File: config.mk
export PLATFORM = sky130hd
export DESIGN_NAME = lane_mapper
export DESIGN_NICKNAME = d
export VERILOG_FILES = /design/src/logic/lane_map_pkg.sv /design/src/logic/sample_stream_if.sv /design/src/logic/sample_fifo.sv /design/src/logic/lane_mapper.sv
export SDC_FILE = /design/constraint.sdc
export NUM_CORES = 2
export LEC_CHECK = 0
export BUFFER_PORTS_ARGS = -buffer_cell sky130_fd_sc_hd__buf_2
export CAP_MARGIN = 25
export CORE_MARGIN = 10
export CORE_UTILIZATION = 65
export DETAILED_ROUTE_END_ITERATION = 10
export PLACE_DENSITY = 0.82
export SLEW_MARGIN = 15
export SYNTH_ARGS = -nofsm -noshare
export SYNTH_HDL_FRONTEND = slang
export SYNTH_SLANG_ARGS = --single-unit
File: constraint.sdc
create_clock -name sys_clk -period 11.8 [get_ports sys_clk]
set_input_delay 0.59 -clock sys_clk [delete_from_list [all_inputs] [get_ports sys_clk]]
set_output_delay 0.59 -clock sys_clk [all_outputs]
set_load 0.02 [all_outputs]
File: src/logic/lane_map_pkg.sv
/*
 * Shared constants and types of the transmit lane mapper: register
 * offsets, control field positions, reset values and frame geometry.
 * Assumes a 40 MHz single-clock system with a synchronous reset.
 */
package lane_map_pkg;

    typedef enum logic [1:0] {
        LM12 = 2'b00,
        LM13 = 2'b01,
        LM14 = 2'b10,
        LM15 = 2'b11
    } link_mode_t;

    typedef enum logic {
        ST_COLLECT = 1'b0,
        ST_SEND = 1'b1
    } frame_state_t;

    localparam int LANES = 8;
    localparam int SAMP_W = 9;
    localparam int CHANS = 4;
    localparam int BUF_W = 40;
    localparam int FIFO_DEPTH = 16;

    localparam logic [3:0] CTRL_OFS = 4'h0;
    localparam logic [3:0] STAT_OFS = 4'h4;

    localparam int CTRL_MODE_LSB = 0;
    localparam int CTRL_FEC_BIT = 8;
    localparam int CTRL_ALT_BIT = 9;
    localparam int CTRL_GPD_BIT = 10;
    localparam int CTRL_PAIR_LSB = 11;
    localparam int CTRL_SINGLE_BIT = 13;

    localparam logic [4:0] MODE_NUM_12 = 5'h0c;
    localparam logic [4:0] MODE_NUM_13 = 5'h0d;
    localparam logic [4:0] MODE_NUM_14 = 5'h0e;
    localparam logic [4:0] MODE_NUM_15 = 5'h0f;
    localparam logic [4:0] MODE_RESET = 5'h0e;
    localparam logic [1:0] PAIR_RESET = 2'h3;

    localparam logic [3:0] INST_12 = 4'h3;
    localparam logic [3:0] INST_13 = 4'hf;
    localparam logic [3:0] INST_14 = 4'h3;
    localparam logic [3:0] INST_15 = 4'h7;
    localparam logic [2:0] OCT_12 = 3'h0;
    localparam logic [2:0] OCT_13 = 3'h4;
    localparam logic [2:0] OCT_14 = 3'h2;
    localparam logic [2:0] OCT_15 = 3'h2;

endpackage : lane_map_pkg

File: src/logic/sample_stream_if.sv
/*
 * Valid/ready stream carrying one conversion instant of all channels.
 * Assumes both ends share one clock.
 */
`timescale 1ns/100ps
interface sample_stream_if #(parameter int WIDTH = 36);
    logic valid;
    logic ready;
    logic [WIDTH-1:0] data;
    modport src (output valid, output data, input ready);
    modport snk (input valid, input data, output ready);
endinterface : sample_stream_if

File: src/logic/sample_fifo.sv
/*
 * Sample FIFO with registered read data and a registered ready.
 * Assumes the sink may stall; flush empties it at once.
 */
`timescale 1ns/100ps
module sample_fifo #(
    parameter int WIDTH = 36,
    parameter int DEPTH = 16
) (
    input wire logic sys_clk,
    input wire logic srst,
    input wire logic flush,
    sample_stream_if.snk wr,
    sample_stream_if.src rd
);
    localparam int AW = $clog2(DEPTH);
    localparam logic [AW:0] FULL_CNT = (AW+1)'(DEPTH);

    logic [WIDTH-1:0] mem_q [DEPTH];
    logic [AW-1:0] wptr_q;
    logic [AW-1:0] rptr_q;
    logic [AW:0] cnt_q;
    logic [AW:0] cnt_d;
    logic room_q;
    logic rval_q;
    logic [WIDTH-1:0] rdat_q;

    wire push = wr.valid && room_q;
    wire pop = (cnt_q != '0) && (!rval_q || rd.ready);

    assign cnt_d = cnt_q + {{AW{1'b0}}, push} - {{AW{1'b0}}, pop};
    assign wr.ready = room_q;
    assign rd.valid = rval_q;
    assign rd.data = rdat_q;

    // Storage is left out of reset so it maps onto plain RAM
    always_ff @(posedge sys_clk) begin
        if (push) begin
            mem_q[wptr_q] <= wr.data;
        end
    end

    always_ff @(posedge sys_clk) begin
        if (srst || flush) begin
            wptr_q <= '0;
            rptr_q <= '0;
            cnt_q <= '0;
            room_q <= 1'b0;
            rval_q <= 1'b0;
            rdat_q <= '0;
        end else begin
            if (push) wptr_q <= wptr_q + 1'b1;
            if (pop) rptr_q <= rptr_q + 1'b1;
            cnt_q <= cnt_d;
            room_q <= (cnt_d != FULL_CNT);
            if (pop) begin
                rval_q <= 1'b1;
                rdat_q <= mem_q[rptr_q];
            end else if (rd.ready) begin
                rval_q <= 1'b0;
            end
        end
    end

endmodule : sample_fifo

File: src/logic/lane_mapper.sv
/*
 * Transmit transport mapper: packs per-instant channel samples into
 * lane octets for link modes 12 to 15, with lane redundancy and
 * power-down gating. Registers are reached over Avalon-MM.
 * Assumes one 40 MHz clock, synchronous inputs and a link layer
 * downstream that takes one octet per lane per valid cycle.
 */
// What this block does
// - Mode 12 sends one 8-bit sample per lane; A on 0-3, B on 4-7.
// - Mode 13 pads 9-bit samples to 10; lane k holds k,k+4,k+8,k+12.
// - Mode 14 pads to 12; lane pairs per channel, even samples even lane.
// - Mode 15 pads to 12; lane k carries samples k and k+4.
// - Sync header offers only the 12-bit CRC, never the 3-bit one.
// - Sync header may instead be set to forward error correction.
// - Lane redundancy is allowed only when four lanes or fewer are used.
// - Alternate select 0 picks the lower group, 1 the upper group.
// - Only one lane group is driven at a time while redundancy applies; eight-lane use drives both.
// - Power-down pin high powers down and disables the lane drivers.
// - Global mode setting also forces full power-down, pin regardless.
// - Settings survive power-down and the return to operation.
// - Channels power down in pairs; never disable all four that way.
`timescale 1ns/100ps
module lane_mapper (
    input wire logic sys_clk,
    input wire logic srst,
    input wire logic [3:0] avs_address,
    input wire logic avs_read,
    input wire logic avs_write,
    input wire logic [31:0] avs_writedata,
    input wire logic [3:0] avs_byteenable,
    output logic [31:0] avs_readdata,
    output logic avs_waitrequest,
    input wire logic power_down_pin,
    input wire logic samp_valid,
    output logic samp_ready,
    input wire logic [35:0] samp_data,
    output logic [63:0] lane_data,
    output logic lane_valid,
    output logic lane_frame_start,
    output logic lane_frame_end,
    output logic [7:0] lane_drv_en,
    output logic sync_hdr_fec,
    output logic enc_8b10b
);
    localparam int WORD_W = lane_map_pkg::CHANS * lane_map_pkg::SAMP_W;

    function automatic logic [3:0] last_inst(
        input lane_map_pkg::link_mode_t m);
        case (m)
            lane_map_pkg::LM12: last_inst = lane_map_pkg::INST_12;
            lane_map_pkg::LM13: last_inst = lane_map_pkg::INST_13;
            lane_map_pkg::LM14: last_inst = lane_map_pkg::INST_14;
            default: last_inst = lane_map_pkg::INST_15;
        endcase
    endfunction : last_inst

    function automatic logic [2:0] last_oct(input lane_map_pkg::link_mode_t m);
        case (m)
            lane_map_pkg::LM12: last_oct = lane_map_pkg::OCT_12;
            lane_map_pkg::LM13: last_oct = lane_map_pkg::OCT_13;
            lane_map_pkg::LM14: last_oct = lane_map_pkg::OCT_14;
            default: last_oct = lane_map_pkg::OCT_15;
        endcase
    endfunction : last_oct

    // Sample left-aligned in a lane buffer with its zero padding below
    function automatic logic [39:0] field_of(
        input lane_map_pkg::link_mode_t m,
        input logic [8:0] s
    );
        case (m)
            lane_map_pkg::LM12: field_of = {s[8:1], 32'h0};
            lane_map_pkg::LM13: field_of = {s, 1'b0, 30'h0};
            default: field_of = {s, 3'h0, 28'h0};
        endcase
    endfunction : field_of

    // Control register fields, bus handshake state and frame count
    logic [4:0] mode_num_q;
    logic fec_q;
    logic alt_q;
    logic gpd_q;
    logic [1:0] pair_q;
    logic single_q;
    logic wait_q;
    logic [31:0] rdata_q;
    logic [15:0] frames_q;

    lane_map_pkg::frame_state_t st_q;
    logic [3:0] inst_q;
    logic [2:0] oct_q;
    logic [7:0][39:0] buf_q;
    logic [7:0][39:0] buf_d;

    sample_stream_if #(.WIDTH(WORD_W)) in_s ();
    sample_stream_if #(.WIDTH(WORD_W)) out_s ();

    assign in_s.valid = samp_valid;
    assign in_s.data = samp_data;
    assign samp_ready = in_s.ready;

    // Power-down on the pin or the global setting
    wire pd = power_down_pin || gpd_q;

    sample_fifo #(
        .WIDTH(WORD_W),
        .DEPTH(lane_map_pkg::FIFO_DEPTH)
    ) u_fifo (
        .sys_clk(sys_clk),
        .srst(srst),
        .flush(pd),
        .wr(in_s),
        .rd(out_s)
    );

    // Mode decode
    wire lane_map_pkg::link_mode_t mode = lane_map_pkg::link_mode_t'(
        mode_num_q[1:0]);
    wire is_m14 = (mode == lane_map_pkg::LM14);
    wire fits4 = is_m14 ? (pair_q != 2'b11) : single_q;
    wire upper_only = is_m14 && (pair_q == 2'b10);
    wire [7:0] drv_mask = !fits4 ? 8'hff : (alt_q ? 8'hf0 : 8'h0f);

    // Register bus decode
    wire bus_req = avs_read || avs_write;
    wire wr_take = avs_write && !wait_q;
    wire ctrl_hit = (avs_address == lane_map_pkg::CTRL_OFS);
    wire stat_hit = (avs_address == lane_map_pkg::STAT_OFS);
    wire [4:0] wr_mode = avs_writedata[lane_map_pkg::CTRL_MODE_LSB +: 5];
    wire mode_ok = (wr_mode >= lane_map_pkg::MODE_NUM_12) &&
        (wr_mode <= lane_map_pkg::MODE_NUM_15);
    wire [1:0] wr_pair = avs_writedata[lane_map_pkg::CTRL_PAIR_LSB +: 2];
    wire wr_b0 = wr_take && ctrl_hit && avs_byteenable[0];
    wire wr_b1 = wr_take && ctrl_hit && avs_byteenable[1];
    wire [31:0] ctrl_word = {18'h0, single_q, pair_q, gpd_q, alt_q, fec_q,
        3'h0, mode_num_q};
    wire [31:0] stat_word = {frames_q, lane_drv_en, 5'h0, fits4, pd,
        (st_q == lane_map_pkg::ST_SEND)};
    wire [31:0] rd_word = ctrl_hit ? ctrl_word :
        (stat_hit ? stat_word : 32'h0);

    // Framer handshake
    wire take = out_s.valid && out_s.ready;
    wire inst_last = (inst_q == last_inst(mode));
    wire oct_last = (oct_q == last_oct(mode));
    assign out_s.ready = (st_q == lane_map_pkg::ST_COLLECT) && !pd;

    // Place the incoming instant into each lane buffer it belongs to
    always_comb begin
        logic [1:0] ch;
        logic hit;
        logic [1:0] slot;
        logic [5:0] shamt;
        logic [8:0] s;
        buf_d = buf_q;
        ch = 2'h0;
        hit = 1'b0;
        slot = 2'h0;
        shamt = 6'h0;
        s = 9'h0;
        for (int l = 0; l < lane_map_pkg::LANES; l++) begin
            case (mode)
                lane_map_pkg::LM12: begin
                    ch = 2'(l / 4);
                    hit = (inst_q[1:0] == 2'(l % 4)) && !inst_q[3] &&
                        !inst_q[2];
                    slot = 2'h0;
                    shamt = 6'h0;
                end
                lane_map_pkg::LM14: begin
                    ch = 2'(l / 2);
                    hit = (inst_q[0] == 1'(l % 2)) &&
                        pair_q[l / 4];
                    slot = {1'b0, inst_q[1]};
                    shamt = 6'(slot * 12);
                end
                default: begin
                    ch = 2'(l / 4);
                    hit = (inst_q[1:0] == 2'(l % 4));
                    slot = inst_q[3:2];
                    shamt = (mode == lane_map_pkg::LM13) ?
                        6'(slot * 10) : 6'(slot * 12);
                end
            endcase
            if (!is_m14 && single_q && ch != 2'h0) begin
                hit = 1'b0;
            end
            s = samp_data_of(out_s.data, ch);
            if (take && hit) begin
                buf_d[l] = buf_q[l] | (field_of(mode, s) >> shamt);
            end
        end
    end

    function automatic logic [8:0] samp_data_of(
        input logic [35:0] w,
        input logic [1:0] ch
    );
        samp_data_of = w[ch * 9 +: 9];
    endfunction : samp_data_of

    // Octet extraction and redundant-group routing
    logic [7:0][7:0] lg;
    logic [63:0] routed;
    always_comb begin
        logic [39:0] t;
        t = 40'h0;
        for (int l = 0; l < lane_map_pkg::LANES; l++) begin
            t = buf_q[l] << {oct_q, 3'b000};
            lg[l] = t[39:32];
        end
        for (int j = 0; j < 4; j++) begin
            if (!fits4) begin
                routed[j*8 +: 8] = lg[j];
                routed[(j+4)*8 +: 8] = lg[j+4];
            end else begin
                routed[j*8 +: 8] = alt_q ? 8'h0 :
                    (upper_only ? lg[j+4] : lg[j]);
                routed[(j+4)*8 +: 8] = !alt_q ? 8'h0 :
                    (upper_only ? lg[j+4] : lg[j]);
            end
        end
    end

    // Register bus: one wait cycle, answer on the second edge
    always_ff @(posedge sys_clk) begin
        if (srst) begin
            wait_q <= 1'b1;
            rdata_q <= 32'h0;
        end else begin
            wait_q <= !(bus_req && wait_q);
            if (avs_read && wait_q) begin
                rdata_q <= rd_word;
            end
        end
    end

    // Only srst clears the settings, so they outlive any power-down
    always_ff @(posedge sys_clk) begin
        if (srst) begin
            mode_num_q <= lane_map_pkg::MODE_RESET;
            fec_q <= 1'b0;
            alt_q <= 1'b0;
            gpd_q <= 1'b0;
            pair_q <= lane_map_pkg::PAIR_RESET;
            single_q <= 1'b0;
        end else begin
            if (wr_b0 && mode_ok) begin
                mode_num_q <= wr_mode;
            end
            if (wr_b1) begin
                fec_q <= avs_writedata[lane_map_pkg::CTRL_FEC_BIT];
                alt_q <= avs_writedata[lane_map_pkg::CTRL_ALT_BIT];
                gpd_q <= avs_writedata[lane_map_pkg::CTRL_GPD_BIT];
                single_q <= avs_writedata[lane_map_pkg::CTRL_SINGLE_BIT];
                if (wr_pair != 2'b00) begin
                    pair_q <= wr_pair;
                end
            end
        end
    end

    // Frame state machine
    always_ff @(posedge sys_clk) begin
        if (srst || pd) begin
            st_q <= lane_map_pkg::ST_COLLECT;
            inst_q <= 4'h0;
            oct_q <= 3'h0;
            buf_q <= '0;
        end else begin
            case (st_q)
                lane_map_pkg::ST_COLLECT: begin
                    buf_q <= buf_d;
                    if (take) begin
                        inst_q <= inst_last ? 4'h0 : inst_q + 4'h1;
                        if (inst_last) st_q <= lane_map_pkg::ST_SEND;
                    end
                end
                lane_map_pkg::ST_SEND: begin
                    oct_q <= oct_last ? 3'h0 : oct_q + 3'h1;
                    if (oct_last) begin
                        st_q <= lane_map_pkg::ST_COLLECT;
                        buf_q <= '0;
                    end
                end
                default: st_q <= lane_map_pkg::ST_COLLECT;
            endcase
        end
    end

    // Registered lane outputs
    wire sending = (st_q == lane_map_pkg::ST_SEND) && !pd;
    always_ff @(posedge sys_clk) begin
        if (srst) begin
            lane_data <= 64'h0;
            lane_valid <= 1'b0;
            lane_frame_start <= 1'b0;
            lane_frame_end <= 1'b0;
            lane_drv_en <= 8'h0;
            sync_hdr_fec <= 1'b0;
            enc_8b10b <= 1'b0;
            frames_q <= 16'h0;
        end else begin
            lane_data <= sending ? routed : 64'h0;
            lane_valid <= sending;
            lane_frame_start <= sending && (oct_q == 3'h0);
            lane_frame_end <= sending && oct_last;
            lane_drv_en <= pd ? 8'h0 : drv_mask;
            sync_hdr_fec <= fec_q && !enc_8b10b;
            enc_8b10b <= (mode == lane_map_pkg::LM13);
            if (sending && oct_last) frames_q <= frames_q + 16'h1;
        end
    end

    assign avs_waitrequest = wait_q;
    assign avs_readdata = rdata_q;

    a_groups_exclusive: assert property (
        @(posedge sys_clk) disable iff (srst)
        fits4 |=> !((|lane_drv_en[3:0]) && (|lane_drv_en[7:4])))
        else $error("both lane groups driven while redundancy applies");
    a_pin_drivers_off: assert property (
        @(posedge sys_clk) disable iff (srst)
        power_down_pin |=> (lane_drv_en == 8'h0) && !lane_valid)
        else $error("lane drivers active while power-down pin high");
    a_global_pd_off: assert property (
        @(posedge sys_clk) disable iff (srst)
        gpd_q && !power_down_pin |=> lane_drv_en == 8'h0)
        else $error("lane drivers active under global power-down");
    a_alt_upper_group: assert property (
        @(posedge sys_clk) disable iff (srst)
        fits4 && !pd && alt_q |=> lane_drv_en == 8'hf0)
        else $error("alternate select did not pick upper lane group");
    a_no_redund_wide: assert property (
        @(posedge sys_clk) disable iff (srst)
        !fits4 && !pd |=> lane_drv_en == 8'hff)
        else $error("lane group switched in an eight-lane mode");
    a_mode13_frame_len: assert property (
        @(posedge sys_clk) disable iff (srst || pd)
        lane_frame_start && enc_8b10b && !$past(pd) |->
            lane_valid [*5] ##0 lane_frame_end ##1 !lane_valid)
        else $error("mode 13 frame is not five octets long");
    a_mode12_one_oct: assert property (
        @(posedge sys_clk) disable iff (srst)
        lane_frame_start && $past(mode) == lane_map_pkg::LM12 &&
            $past(mode) == mode |-> lane_frame_end)
        else $error("mode 12 frame is not a single octet");
    a_pad_bits_zero: assert property (
        @(posedge sys_clk) disable iff (srst)
        lane_valid && !lane_frame_start && !lane_frame_end &&
            !enc_8b10b && $past(mode) != lane_map_pkg::LM12 |->
            lane_data[6:4] == 3'h0)
        else $error("padding bits of a 12-bit field are not zero");
    a_cfg_kept_pd: assert property (
        @(posedge sys_clk) disable iff (srst)
        pd && !wr_take |=> $stable(mode_num_q) && $stable(pair_q) &&
            $stable(fec_q))
        else $error("settings changed during power-down");
    a_pairs_never_off: assert property (
        @(posedge sys_clk) disable iff (srst)
        wr_b1 && wr_pair == 2'b00 |=> pair_q != 2'b00)
        else $error("channel pair enable reached all-off");

endmodule : lane_mapper

-- Word level (Yosys, flattened, before mapping)
Memories as Yosys holds them, arrays and structs flattened. A register that Yosys moved wholly into a read port is not among the register bits.
Index checks and enable logic that the tools add are counted.
- word-level logic and storage cells: 252
- output and inout bits: 111
- memories kept: 1
- bits in registers: 480
- input bits: 82
- bits in writable memories: 576
- memories (name ; words ; bits a word ; rd ports ; clocked after memory_dff ; write ports ; RTL line ; source):
    u_fifo.mem_q ; 16 ; 36 ; 1 ; 1 ; 1 ; sample_fifo.sv:19 ; logic [WIDTH-1:0] mem_q [DEPTH];
- $add $sub $neg: 7
- muxes and demuxes: 78
- bitwise operators: 11
- equality and inequality tests: 20
- reductions and logical operators: 76
- multiply operators: 6
- shift-type cells: 19
- magnitude comparators: 2
- operators with widths (kind ; number):
    $mux 40 ; 16
    $pmux 320 s2 ; 1
    $mux 320 ; 1
    $or 40x40->40 ; 8
    $shl 40x6->40 ; 8
    $shr 40x6->40 ; 8
    $mux 32 ; 6
    $mux 8 ; 22
    $shiftx 36x7->9 ; 3
    $logic_and 1x1->1 ; 41
    $reduce_and 2->1 ; 10
    $mul 2x4->6 const B ; 3
    $ne 2x1->1 const B ; 9
    $pmux 1 s2 ; 9
    $add 16x1->16 const B ; 1
    $mux 1 ; 15
    $add 4x1->4 const B ; 3
    $pmux 6 s2 ; 1
    $reduce_bool 2->1 ; 5
    $eq 2x2->1 const B ; 4
    $logic_not 1->1 ; 8
    $pmux 4 s2 ; 1
    $mux 6 ; 1
    $pmux 3 s2 ; 1
    other kinds (24) ; 34

-- Depth between registers and ports, before layout
- word-level depth: 11
- mapped depth: 15
- gate-level depth less buffers: 15

-- Modules after synthesis
Synthesis repeated with hierarchy kept, for this count alone.
- cell total of the unflattened synthesis: 3481
- area, all modules: 44029.7 sq um
- by module, submodules not included (module ; cells each ; instances ; area an instance (sq um)):
    sample_fifo ; 1062 ; 1 ; 23696.5
    lane_mapper ; 2419 ; 1 ; 20333.3

-- Worst setup path before layout
Ideal clock, no wire load.
- kind: in2reg
- start: in samp_valid
- end: mem u_fifo.mem_q[3][0], enable pin
- slack: 7702 ps
- cell stages on the path: 4
- path buffers: 1
- setup time: 474 ps
- data arrival time: 3624 ps
- cells stage by stage: and2_1 -> clkbuf_1 -> nand2_1 -> nor3_1
- longest elaborated chain between the ends: 3
- ends and longest elaborated chain (element ; RTL line ; source):
    start, declared ; lane_mapper.sv:34 ; input wire logic samp_valid,
    $logic_and 1x1->1 ; sample_fifo.sv:28 ; wire push = wr.valid && room_q;
    via u_fifo.push ; sample_fifo.sv:28 ;
    $mux 1 ; sample_fifo.sv:38 ; if (push) begin
    $mux 1 (not written as such) ; sample_fifo.sv:39 ; mem_q[wptr_q] <= wr.data;
    end, declared ; sample_fifo.sv:19 ;
The timed path passes the listed nets, and every way through them passes these cells.

-- Worst setup path in the final report
- start: reg inst_q[3]
- end: reg buf_q[84] (netlist name)
- longest elaborated chain between the ends: 8
- elaborated cells between the ends (all ways): 16
- those cells by class: 2 x mul; 1 x eq/ne; 1 x shift; 6 x mux; 1 x bitwise; 5 x reduce/logical
- ends and longest elaborated chain (element ; RTL line ; source):
    start, declared ; lane_mapper.sv:90 ; logic [3:0] inst_q;
    start signal, assigned ; lane_mapper.sv:275 ; inst_q <= inst_last ? 4'h0 : inst_q + 4'h1;
    parallel branches: the longest is 8 deep, another holds $mul 2x3->5 ; -- ;
    end signal, assigned ; lane_mapper.sv:273 ; buf_q <= buf_d;
    end, declared ; lane_mapper.sv:92 ; logic [7:0][39:0] buf_q;
Parallel ways; which one is timed is not known. The select of a mux whose other input is x is not followed.
A chain may end at the register's enable or synchronous reset.

==> out/summary.txt <==
Outcome -> complete, no violations
Final min period -> 3950 ps
Final Util -> 0.7267
Vias in the first global route -> 29.93k
Die W -> 279.6 um
GP Congestion -> 0.9547
Static leakage -> 15.75 nW
Area of the mapped netlist -> 43820 um^2
Post-route ant nets -> 0
Mux cell area share after synthesis -> 0.1369
Final hold violation count -> 0
I/O Pins -> 193
PostCTS Resize Cnt -> 0
Skew-Pair Late Insertion Delay -> 670 ps
Footprint of the multi-input gates -> 15270 um^2
Detailed Route WL -> 122000 um
Worst hold path class -> in2reg
Critical Path Start -> inst_q[3]
Rows -> 95
Synth cell count leaders -> edfxtp_1 (576), dfxtp_1 (506), nor2_1 (367), nand2_1 (212), mux4_2 (208)
GR Overflow Total -> 0
Clock share of power -> 0.378
Adder-cell share of the synthesized area -> 0.006167
Final nets -> 3469
Comb power frac -> 0.141
WS Path Type -> reg2reg
Async set-reset flop share out of synthesis -> 0
Mapped Cells -> 3281
Iter 0 DRT Violations -> 3650
Max IR drop VDD -> 0.2445 mV
CTS tree -> done
Starting Density -> 0.6537
DR pass1 iterations -> 9
Final Skew -> 27.82 ps
FF+latch count, synth -> 1082
Largest net degree at the start of global routing -> 117
Fin. max-slew vios -> 0
Final setup vio count -> 0
Synth Area in Simple Gates -> 0.07960
Sw Share -> 0.2576
Syn Area/Cell -> 13.36 um^2
Die Area -> 78200 um^2
RSZ-0062 raised after global routing -> false
Netlist cell types -> 91
Switch Pwr -> 2.210 mW
Sequential fraction of the synthesis area -> 0.6259
H-Tree Depth -> 3
Max-slew headroom -> 0.2413
Via density -> 6.873
Synth Area in XOR/XNOR -> 0.004797
Complex-gate fraction of the synthesized area -> 0.1165
Synth top area share -> 0.3947
Worst-path clk slew -> 60 ps
Reg2reg start -> inst_q[3]
CTS sink cnt -> 1082
Clk root buf -> clkbuf_16
Critical Path Source Type -> register
Max Buffers Root-to-Sink -> 3
Final period util -> 0.3347
Setup TNS -> 0 ps
First-pass GRT wire length -> 183300 um
Main combinational cell family by area after synthesis -> multiplexers
Worst-path maximum fanout -> 19
CTS Buf Count -> 102
WL per Instance -> 28.17 um
Initial antenna violation count -> 10
Power density cells -> 176.1 nW/um^2
CTS Hold Buffers Added -> 0
Required @ worst endpoint -> 12390 ps
Area growth syn-to-layout -> 11.17%
Fmax -> 0.2532 GHz
Reg area -> 27450 um^2
Max-cap viol count -> 0
Most frequent cell after synthesis -> edfxtp_1
Via count -> 29.77k
Gr usage total -> 0.3083
DRC -> 0
R2r setup slk -> 7850 ps
EDFF count, synth -> 576
Chip height -> 279.6 um
Synthesis Warnings -> 0
IO Port Bufs -> 166
Share of cells above drive strength 1 -> 0.2060
Core area -> 67040 um^2
Hold_sp -> avs_writedata[13]
Fill cell count -> 4105
Critical path endpoint category -> register
Post-CTS Setup Bufs -> 0
Synth area leaders -> edfxtp_1 (39%), dfxtp_1 (23%), mux4_2 (11%)
Worst-Margin Slew -> 1138 ps
Main synth FF type -> edfxtp_1
Internal Power -> 6.371 mW
Detailed Place HPWL -> 73160 um
WP data arrival -> 4540 ps
Sequential power share -> 0.481
Synth area leader -> edfxtp_1
-- final timing paths --
| kind | cells past startpoint | end |
|---|---|---|
| min reg2reg | 2 | buf_q[91] |
| min | 3 | single_q |
| max | 7 | buf_q[84] |
| max reg2reg | 7 | buf_q[84] |
-- sequential cells by signal, indices dropped and copies added, names as in the netlist, 4 cells and up --
signal          flops
frames_q           16
u_fifo.rptr_q       4
u_fifo.mem_q      576
inst_q              4
u_fifo.cnt_q        5
mode_num_q          5
lane_data          64
u_fifo.wptr_q       4
u_fifo.rd.data     36
avs_readdata       28
buf_q             320
-- per-stage QoR --
stage,worst slack (ps),power [mW],hold WS (ps),area (um^2),std cells
6_report,7850,8.581,165.7,48710,4331
2_1_floorplan,7702,5.067,415.1,43830,3283
4_1_cts,7961,8.599,136.9,48560,4317
5_1_grt,7854,8.854,147.0,48710,4328
3_5_place_dp,7266,5.385,432.6,45230,4127
3_3_place_gp,7506,5.350,421.3,45210,4126
-- power groups by stage --
stage                     Sequential [mW]  Clock (mW)  Combinational (mW)
final                                4.13        3.24                1.21
after detailed placement             4.21           0                1.18
after CTS                            4.13        3.26                1.21
after floorplan                      4.13           0               0.937
after global placement               4.20           0                1.15
after global routing                 4.14        3.41                1.31
-- worst max-delay path, stage by stage (launching register included) --
cell     delay [ps]
dfxtp_1         840
ha_1            370
and3b_1         210
o21a_1          600
nand2_1         640
o32ai_1         940
a21oi_1         140
nor2_1          130
-- cell usage in the layout, fill, tap and decap left out, types with 10 or more instances in the layout --
master	netlist	final
o21ai_0	117	117
nand2_1	212	210
a221oi_1	40	40
nor2_1	367	354
buf_4	21	54
mux4_2	208	208
clkbuf_1	127	27
a211oi_1	12	12
o211ai_1	10	10
or3_1	10	10
nand2b_1	15	14
edfxtp_1	576	576
a21oi_1	204	204
a22o_1	46	46
nor2b_1	16	16
o21ai_1	24	22
ha_1	20	20
mux2_2	49	49
xnor2_1	11	11
a22oi_1	67	67
a31oi_1	42	42
and2_1	16	16
clkinv_2	0	18
o22ai_1	14	14
clkbuf_16	0	104
nand3_1	35	35
buf_2	77	167
mux2i_1	74	74
nor3_1	53	49
inv_1	40	39
dfxtp_1	506	499
o22a_1	66	66
clkbuf_8	0	16
a32o_1	35	35
nor2_4	1	14
xor2_1	13	13
clkinv_1	0	11
-- metal layers --
layer / global-route usage / wire (um)
met5: 0 / 100
met4: 0.1703 / 6768
met3: 0.06040 / 11040
met2: 0.5170 / 60860
met1: 0.3727 / 43230
-- final cells by class --
class,count,share of cell area
Inverter,41,0.003159
Antenna cell,6,0.0003082
Timing Repair Buffer,228,0.02872
Clock inverter,43,0.008399
Tap cell,873,0.02242
Clock buffer,147,0.06002
Multi-Input combinational cell,1911,0.3135
Sequential cell,1082,0.5634
-- cell families after synthesis --
| family | count (synthesis) |
|---|---|
| xor+xnor | 24 |
| compound gates | 747 |
| flops | 1082 |
| simple gates | 784 |
| other cells | 1 |
| buf+inv | 290 |
| mux | 332 |
| fa+ha+maj | 21 |
No activity file was read; power rests on OpenSTA's default activity.
